## src/design/fabric_pkg.sv

```systemverilog
package fabric_pkg;

    // ==========================================================
    // Bus widths
    // ==========================================================
    localparam int PROG_AW = 21;          // Program address bus width
    localparam int DATA_AW = 24;          // Primary and secondary data address width
    localparam int WORD_W = 16;           // Program, secondary and peripheral word width
    localparam int LONG_W = 32;           // Primary core read and write bus width
    localparam int DRAM_IW = 11;          // Long index width of the primary data RAM port
    localparam int DRAM_WW = 12;          // Word index width of the secondary data RAM port
    localparam int DFL_AW = 12;           // Word index width of the data flash port
    localparam int PBUS_AW = 12;          // Word index width of the peripheral register bus

    // ==========================================================
    // Data address map (word addresses)
    // ==========================================================
    localparam logic [23:0] DRAM_BASE = 24'h000000;
    localparam logic [23:0] DRAM_LAST = 24'h000fff;
    localparam logic [23:0] DFL_BASE = 24'h004000;
    localparam logic [23:0] DFL_LAST = 24'h004fff;
    localparam logic [23:0] PBUS_BASE = 24'h00f000;
    localparam logic [23:0] PBUS_LAST = 24'h00ffff;

    // ==========================================================
    // Byte enables and zero fill values
    // ==========================================================
    localparam logic [3:0] BE_LONG = 4'hf;
    localparam logic [3:0] BE_HI_WORD = 4'hc;
    localparam logic [3:0] BE_LO_WORD = 4'h3;
    localparam logic [1:0] BE_WORD = 2'h3;
    localparam logic [1:0] BE_HI_BYTE = 2'h2;
    localparam logic [1:0] BE_LO_BYTE = 2'h1;
    localparam logic [15:0] WORD_ZERO = 16'h0000;
    localparam logic [31:0] LONG_ZERO = 32'h00000000;

    // Access size presented with each primary cycle
    typedef enum logic [1:0] {
        SZ_BYTE = 2'b00,
        SZ_WORD = 2'b01,
        SZ_LONG = 2'b10
    } size_t;

    // Target chosen by the data address decoder
    typedef enum logic [1:0] {
        TGT_NONE = 2'b00,
        TGT_DRAM = 2'b01,
        TGT_DFL = 2'b10,
        TGT_PBUS = 2'b11
    } target_t;

    // Arbitration state of the shared flash port
    typedef enum logic [0:0] {
        ST_IDLE = 1'b0,
        ST_SEC_PEND = 1'b1
    } fab_state_t;

endpackage : fabric_pkg
```

## src/design/core_memory_bus_fabric.sv

```systemverilog
`timescale 1ns/100ps
`default_nettype none

module core_memory_bus_fabric
    import fabric_pkg::*;
(
    input wire logic clk,
    input wire logic rst,
    // Program memory interface from the core
    input wire logic [fabric_pkg::PROG_AW-1:0] prog_addr,
    input wire logic prog_rd,
    input wire logic prog_wr,
    output logic [fabric_pkg::WORD_W-1:0] prog_rdata,
    output logic prog_rvalid,
    // Primary data interface from the core
    input wire logic [fabric_pkg::DATA_AW-1:0] primary_data_address_bus,
    input wire logic pri_rd,
    input wire logic pri_wr,
    input wire fabric_pkg::size_t pri_size,
    input wire logic [fabric_pkg::LONG_W-1:0] core_wdata,
    output logic [fabric_pkg::LONG_W-1:0] core_rdata,
    output logic pri_rvalid,
    // Secondary data interface from the core (word reads only)
    input wire logic [fabric_pkg::DATA_AW-1:0] secondary_data_address_bus,
    input wire logic sec_rd,
    output logic [fabric_pkg::WORD_W-1:0] secondary_read_bus,
    output logic sec_rvalid,
    // Core hold request while a collision is resolved
    output logic core_stall,
    // Program memory port (program RAM and program flash array)
    output logic [fabric_pkg::PROG_AW-1:0] pmem_addr,
    output logic pmem_rd,
    output logic pmem_we,
    output logic [fabric_pkg::WORD_W-1:0] pmem_wdata,
    input wire logic [fabric_pkg::WORD_W-1:0] pmem_rdata,
    // Primary data RAM port, 32 bits wide
    output logic [fabric_pkg::DRAM_IW-1:0] dram_addr,
    output logic dram_rd,
    output logic dram_we,
    output logic [3:0] dram_be,
    output logic [fabric_pkg::LONG_W-1:0] dram_wdata,
    input wire logic [fabric_pkg::LONG_W-1:0] dram_rdata,
    // Secondary data RAM read port, 16 bits wide
    output logic [fabric_pkg::DRAM_WW-1:0] dram2_addr,
    output logic dram2_rd,
    input wire logic [fabric_pkg::WORD_W-1:0] dram2_rdata,
    // Data flash array port, 16 bits wide, single ported
    output logic [fabric_pkg::DFL_AW-1:0] dfl_addr,
    output logic dfl_rd,
    output logic dfl_we,
    output logic [1:0] dfl_be,
    output logic [fabric_pkg::WORD_W-1:0] dfl_wdata,
    input wire logic [fabric_pkg::WORD_W-1:0] dfl_rdata,
    // Peripheral register bus, 16 bits wide
    output logic [fabric_pkg::PBUS_AW-1:0] pbus_addr,
    output logic pbus_rd,
    output logic pbus_we,
    output logic [1:0] pbus_be,
    output logic [fabric_pkg::WORD_W-1:0] pbus_wdata,
    input wire logic [fabric_pkg::WORD_W-1:0] pbus_rdata
);
    import fabric_pkg::*;

    // ==========================================================
    // Helper functions
    // ==========================================================
    // Address decoder shared by the primary and secondary paths
    function automatic target_t decode(input logic [23:0] a);
        target_t t;
        t = TGT_NONE;
        if (a >= DRAM_BASE && a <= DRAM_LAST) begin
            t = TGT_DRAM;
        end else if (a >= DFL_BASE && a <= DFL_LAST) begin
            t = TGT_DFL;
        end else if (a >= PBUS_BASE && a <= PBUS_LAST) begin
            t = TGT_PBUS;
        end
        return t;
    endfunction : decode

    // Zero-extended read of one 16-bit word, narrowed to a byte if asked
    function automatic logic [31:0] rd16(input logic [15:0] d, input size_t sz,
                                         input logic lane);
        logic [31:0] r;
        r = {WORD_ZERO, d};
        if (sz == SZ_BYTE) begin
            r = {WORD_ZERO, 8'h00, (lane ? d[15:8] : d[7:0])};
        end
        return r;
    endfunction : rd16

    // Byte enables for a 16-bit port; long cycles reach the low word only
    function automatic logic [1:0] be16(input size_t sz, input logic lane);
        logic [1:0] b;
        b = BE_WORD;
        if (sz == SZ_BYTE) begin
            b = lane ? BE_HI_BYTE : BE_LO_BYTE;
        end
        return b;
    endfunction : be16

    // ==========================================================
    // State
    // ==========================================================
    typedef struct packed {
        fab_state_t st;             // Flash port arbitration state
        logic [15:0] prog_rdata;    // Program read word
        logic prog_rvalid;          // Program read word valid
        logic [31:0] pri_rdata;     // Primary read data
        logic pri_rvalid;           // Primary read data valid
        logic [15:0] sec_rdata;     // Secondary read word
        logic sec_rvalid;           // Secondary read word valid
    } fab_t;

    fab_t state_r;                  // Registered state
    fab_t state_nxt;                // Next state

    // ==========================================================
    // Routing and arbitration
    // ==========================================================
    always_comb begin
        logic [23:0] pri_eff;
        logic [23:0] pri_word;
        logic [23:0] pri_off;
        logic [23:0] sec_off;
        logic lane;
        target_t pri_tgt;
        target_t sec_tgt;
        logic pri_go;
        logic sec_go;
        logic collide;
        logic [15:0] w16;
        pri_eff = primary_data_address_bus;
        pri_word = primary_data_address_bus;
        pri_off = 24'h000000;
        sec_off = 24'h000000;
        lane = 1'b0;
        pri_tgt = TGT_NONE;
        sec_tgt = TGT_NONE;
        pri_go = 1'b0;
        sec_go = 1'b0;
        collide = 1'b0;
        w16 = core_wdata[15:0];
        state_nxt = state_r;
        state_nxt.prog_rvalid = 1'b0;
        state_nxt.pri_rvalid = 1'b0;
        state_nxt.sec_rvalid = 1'b0;
        // Byte cycles carry a byte address; the word index drops the lane bit
        // byte MSB forced
        if (pri_size == SZ_BYTE) begin
            pri_eff = {1'b0, primary_data_address_bus[22:0]};
            pri_word = {1'b0, pri_eff[23:1]};
            lane = pri_eff[0];
        end
        pri_tgt = decode(pri_word);
        sec_tgt = decode(secondary_data_address_bus);
        // Second cycle of a collision starts no primary cycle and finishes the secondary read
        pri_go = (pri_rd || pri_wr) && (state_r.st == ST_IDLE);
        sec_go = sec_rd;
        collide = pri_go && (pri_tgt == TGT_DFL) && sec_go && (sec_tgt == TGT_DFL);
        core_stall = collide;
        // Arbitration: one extra cycle, then back to idle
        case (state_r.st)
            ST_IDLE: begin
                if (collide) begin
                    state_nxt.st = ST_SEC_PEND;
                end
            end
            ST_SEC_PEND: begin
                state_nxt.st = ST_IDLE;
            end
            default: begin
                state_nxt.st = ST_IDLE;
            end
        endcase

        // Program path; a held write is not repeated during the extra cycle
        // program address through
        pmem_addr = prog_addr;
        pmem_rd = prog_rd;
        pmem_we = prog_wr && (state_r.st == ST_IDLE);
        pmem_wdata = core_wdata[15:0];
        if (prog_rd) begin
            state_nxt.prog_rdata = pmem_rdata;
            state_nxt.prog_rvalid = 1'b1;
        end

        // Primary data RAM port, long-indexed with four byte lanes
        pri_off = pri_word - DRAM_BASE;
        dram_addr = pri_off[DRAM_IW:1];
        dram_rd = pri_go && pri_rd && (pri_tgt == TGT_DRAM);
        dram_we = pri_go && pri_wr && (pri_tgt == TGT_DRAM);
        dram_be = BE_LONG;
        dram_wdata = core_wdata;
        if (pri_size == SZ_WORD) begin
            dram_be = pri_off[0] ? BE_HI_WORD : BE_LO_WORD;
            dram_wdata = {w16, w16};
        end else if (pri_size == SZ_BYTE) begin
            dram_be = pri_off[0] ? {be16(pri_size, lane), 2'b00}
                                 : {2'b00, be16(pri_size, lane)};
            dram_wdata = {4{core_wdata[7:0]}};
        end

        // Shared flash port: held secondary first, then primary, then secondary
        // flash array direct
        dfl_addr = pri_off[DFL_AW-1:0];
        dfl_rd = 1'b0;
        dfl_we = 1'b0;
        dfl_be = be16(pri_size, lane);
        dfl_wdata = (pri_size == SZ_BYTE) ? {2{core_wdata[7:0]}} : w16;
        sec_off = secondary_data_address_bus - DFL_BASE;
        pri_off = pri_word - DFL_BASE;
        if (state_r.st == ST_SEC_PEND) begin
            dfl_addr = sec_off[DFL_AW-1:0];
            dfl_rd = sec_go && (sec_tgt == TGT_DFL);
            dfl_be = BE_WORD;
        end else if (pri_go && (pri_tgt == TGT_DFL)) begin
            dfl_addr = pri_off[DFL_AW-1:0];
            dfl_rd = pri_rd;
            dfl_we = pri_wr;
        end else if (sec_go && (sec_tgt == TGT_DFL)) begin
            dfl_addr = sec_off[DFL_AW-1:0];
            dfl_rd = 1'b1;
            dfl_be = BE_WORD;
        end

        // Peripheral register bus; flash control registers live here too
        pri_off = pri_word - PBUS_BASE;
        pbus_addr = pri_off[PBUS_AW-1:0];
        pbus_rd = pri_go && pri_rd && (pri_tgt == TGT_PBUS);
        pbus_we = pri_go && pri_wr && (pri_tgt == TGT_PBUS);
        pbus_be = be16(pri_size, lane);
        pbus_wdata = (pri_size == SZ_BYTE) ? {2{core_wdata[7:0]}} : w16;

        // Secondary data RAM read port, word indexed
        // concurrent secondary access
        sec_off = secondary_data_address_bus - DRAM_BASE;
        dram2_addr = sec_off[DRAM_WW-1:0];
        dram2_rd = sec_go && (sec_tgt == TGT_DRAM) && (state_r.st == ST_IDLE);

        // Primary read data capture; unmapped reads return zero
        // primary read return
        if (pri_go && pri_rd) begin
            state_nxt.pri_rvalid = 1'b1;
            pri_off = pri_word - DRAM_BASE;
            case (pri_tgt)
                TGT_DRAM: begin
                    if (pri_size == SZ_LONG) begin
                        state_nxt.pri_rdata = dram_rdata;
                    end else begin
                        state_nxt.pri_rdata = rd16(pri_off[0] ? dram_rdata[31:16]
                                                              : dram_rdata[15:0],
                                                   pri_size, lane);
                    end
                end
                TGT_DFL: begin
                    state_nxt.pri_rdata = rd16(dfl_rdata, pri_size, lane);
                end
                TGT_PBUS: begin
                    state_nxt.pri_rdata = rd16(pbus_rdata, pri_size, lane);
                end
                default: begin
                    state_nxt.pri_rdata = LONG_ZERO;
                end
            endcase
        end

        // Secondary read capture; deferred while the flash port serves primary
        // secondary word return
        if (sec_go && !collide) begin
            state_nxt.sec_rvalid = 1'b1;
            case (sec_tgt)
                TGT_DRAM: begin
                    state_nxt.sec_rdata = (state_r.st == ST_IDLE) ? dram2_rdata
                                                                  : state_r.sec_rdata;
                end
                TGT_DFL: begin
                    state_nxt.sec_rdata = dfl_rdata;
                end
                default: begin
                    state_nxt.sec_rdata = WORD_ZERO;
                end
            endcase
        end
    end

    // ==========================================================
    // State register
    // ==========================================================
    always_ff @(posedge clk) begin
        if (rst) begin
            state_r <= '0;
        end else begin
            state_r <= state_nxt;
        end
    end

    // Read data and valid outputs come straight from the state flops
    assign prog_rdata = state_r.prog_rdata;
    assign prog_rvalid = state_r.prog_rvalid;
    assign core_rdata = state_r.pri_rdata;
    assign pri_rvalid = state_r.pri_rvalid;
    assign secondary_read_bus = state_r.sec_rdata;
    assign sec_rvalid = state_r.sec_rvalid;

endmodule : core_memory_bus_fabric

`default_nettype wire

```

## config.mk

```make
export PLATFORM = sky130hd
export DESIGN_NAME = core_memory_bus_fabric
export DESIGN_NICKNAME = d
export VERILOG_FILES = /design/src/design/fabric_pkg.sv /design/src/design/core_memory_bus_fabric.sv
export SDC_FILE = /design/constraint.sdc
export NUM_CORES = 1
export LEC_CHECK = 0
export ABC_AREA = 1
export BUFFER_PORTS_ARGS = -buffer_cell sky130_fd_sc_hd__buf_4
export CAP_MARGIN = 20
export CORE_AREA = 5 5 166 168
export CTS_BUF_LIST = sky130_fd_sc_hd__clkbuf_2
export DETAILED_ROUTE_END_ITERATION = 8
export DIE_AREA = 0 0 171 173
export PLACE_DENSITY = 0.5
export SLEW_MARGIN = 20
export SYNTH_ARGS = -nofsm -noshare
export SYNTH_HDL_FRONTEND = slang
export SYNTH_SLANG_ARGS = --single-unit
export TNS_END_PERCENT = 5
```

## constraint.sdc

```tcl
create_clock -name clk -period 3.1 [get_ports clk]
set_input_delay 0.155 -clock clk [delete_from_list [all_inputs] [get_ports clk]]
set_output_delay 0.155 -clock clk [all_outputs]
set_load 0.01 [all_outputs]
```

==> metrics.cfg <==
[run_status]
status = complete, no violations

[sta]
setup_violations = 0
fin_tns_setup_ns = 0
hold_violations = 0
clock.fmax_ghz = 0.3674
finalClockSkew_ns = 0.04853
finalCritPeriodShare_pct = 87.81
rsz0062_at_grt = no
slew_violations = 0
worst_pin_slew_ns = 0.9802
max_slew_margin_pct = 34.58
finalCriticalPeriod_ns = 2.722

[placement]
dpl_cell_area_um2 = 8179
portBuffers = 396
dp_hpwl_mm = 23.53
gp_congestion = 0.8874

[power]
p_leak_uw = 0.004949
p_per_area_nw_per_um2 = 286.7
finalPower_uw = 2685
ir_drop_mv = 0.1829

[grt]
grt_max_degree = 38
grtUsageMet2_pct = 32.53
met1_usage_pct = 23.88
grt_pass1_vias = 7456
use_met3_pct = 3.767
overflow = 0
grtUsageTotal_pct = 18.93
antenna_found_initial = 1
top_usage_layer = met2
grt_pass1_wl_mm = 43.64

[critical_path]
start_kind = flop
arrival_ns = 2.57
crit_top_cell = nand2_1
crit_type = flop to primary output
worst_path_max_delay_cell = dfxtp_1
crit_chain = inv_1 -> nand2_1 -> nand2_1 -> nand2_2 -> nand2_2 -> nand2_4 -> clkinv_2 -> nand2_1 -> nand2_1 -> buf_4
end_kind = primary output
required_ns = 2.94
path_buf_inv = 3
critPathTopFamily = simple AND/OR/NAND/NOR gates
worst-path-max-fanout = 14
cpPeakStageDelay_ns = 0.54

[final_layout]
area_growth_pct = 53.66
drive_above_1_share_pct = 33.11
fin_util_pct = 36.35
layout.nets = 1567
final_area_um2 = 9365

[drt]
wirelength_mm = 29.37
post-route-drc-count = 0
wire_per_inst_um = 17.27
vias_per_cell = 4.321
drtPass1Iterations = 6
antenna_left = 0
vias = 7350
drt_iter0_drc = 367

[logic_synthesis]
syn_area_per_cell_um2 = 5.849
ys_warn_count = 0
ys_seq_elements = 68
syn_area_um2 = 6095
ys_seq_area_share_pct = 22.34
synth.distinct_cells = 31
synth_edf_count = 0
netlist_instances = 1042
async_reset_ff_share_pct = 0
syn_nets = 1248
synth_top_flop_cell = dfxtp_1

[die]
initial_core_util_pct = 23.66
die_h_um = 173
pin_count = 439
fp.coreArea_um2 = 25760
std_cell_rows = 59
die_w_um = 171
dieArea_um2 = 29580

[clocking]
cts_buffers = 9
cts_tree = done
cts_root_buffer = clkbuf_2
cts_resized = 0
post-cts-setup-buffers = 0
clk_pin_slew_ns = 0.25
clock-sinks = 68
hold_buffers = 100
ctsHtreeMaxLevel = 3
insertion_delay_ns = 0.58
ctsLongestPathBuffers = 2

[job]
cap_violations = 0

[worst_hold_path]
hold_class = primary input to flop

==> placed cells by master (no fill, tap or decap) <==
master         count
clkinv_2           1
diode_2            1
nor3_1             2
clkinv_1           3
nand2_1          355
or2_0              1
nor3_2             1
nand2_2            6
inv_1             73
dlygate4sd3_1    100
inv_2              3
nand3b_1           8
nor2_2             5
o22ai_1            1
clkinv_4           2
nor2_1           116
bufinv_16          4
o21ai_0           59
o211ai_1           8
nand3_1           78
nor3_4             1
dfxtp_1           68
nand4_1            6
clkbuf_2           9
nor3b_1            1
buf_4            409
nand3_2            2
o21ai_2            1
a21oi_1           33
or2_1              1
nand2_4            1
nor2_4             7
==> metal layers <==
layer / part of all wire [%] / up-vias / routed length (um)
met4: 2.5 / 0 / 739
met1: 42 / 3308 / 12440
li1: - / 3718 / -
met2: 49 / 279 / 14410
met3: 6.1 / 45 / 1786
met5: 0 / - / 0
==> tightest hold or removal path, stage by stage <==
cell	delay [ns]
buf_4	0.12
nand4_1	0.07
nand3_1	0.10
nand2_1	0.09
a21oi_1	0.06
==> synth_stat cells (8+ instances only) <==
cell,number,area (um2)
dfxtp_1,68,1361
nand3_1,78,390.4
inv_1,73,274.0
nand3b_1,8,60.06
nor2_1,116,435.4
a21oi_1,33,165.2
o211ai_1,8,60.06
buf_4,165,1239
o21ai_0,59,295.3
clkbuf_1,22,82.58
nand2_1,355,1333
==> registers in the layout (all words and copies together), names as in the netlist <==
signal	flops
pri_rvalid	1
prog_rdata	16
state_r	1
prog_rvalid	1
secondary_read_bus	16
core_rdata	32
sec_rvalid	1
==> power breakdown <==
part / internal [uW] / switching, uW / leakage (uW)
clock: 427 / 383 / 0.000102
combinational: 480 / 480 / 0.00429
sequential: 903 / 12.8 / 0.000556
total: 1810 / 875 / 0.00495
==> path summary, 6_finish.rpt <==
| path | from | to | slack [ns] | cells after the start |
|---|---|---|---|---|
| worst max-delay path | state_r[67]$_SDFF_PP0_ | dfl_addr[0] | 0.38 | 10 |
| worst min-delay path | pbus_rdata[8] | core_rdata[8]$_SDFFE_PP0P_ | 0.08 | 5 |
| worst max register to register | state_r[67]$_SDFF_PP0_ | core_rdata[17]$_SDFFE_PP0P_ | 0.95 | 7 |
| worst min register to register | core_rdata[6]$_SDFFE_PP0P_ | core_rdata[6]$_SDFFE_PP0P_ | 0.48 | 2 |
==> logic make-up (layout without fill, tap and decap cells) <==
| logic type | Yosys count | after routing | synth area share, % |
|---|---|---|---|
| flip-flops | 68 | 68 | 22.34 |
| buffers and inverters | 281 | 604 | 28.00 |
| AO/OA/AOI/OAI | 102 | 102 | 8.787 |
| AND/OR/NAND/NOR | 591 | 591 | 40.88 |
| other | 0 | 1 | 0 |
==> per-stage QoR <==
stage | hold WS (ns) | std cells | setup slack [ns]
floorplan | 0.2899 | 1042 | 1.441
global placement | 0.3101 | 1585 | 0.5806
detailed placement | 0.3101 | 1585 | 0.5479
CTS | 0.003984 | 1700 | 0.3055
global route | 0.02345 | 1701 | 0.1222
finish | 0.07653 | 1701 | 0.3779
==> cell type report <==
type	instances	area (um2)
Fill cell	2849	16400
Sequential cell	68	1361
Multi-Input combinational cell	693	3027
Timing Repair Buffer	509	4071
Antenna cell	1	2.502
Tap cell	335	419.2
Clock inverter	6	137.6
Clock buffer	9	45.04
Inverter	80	301.5
Note: power is estimated with default switching activity, not from simulation.
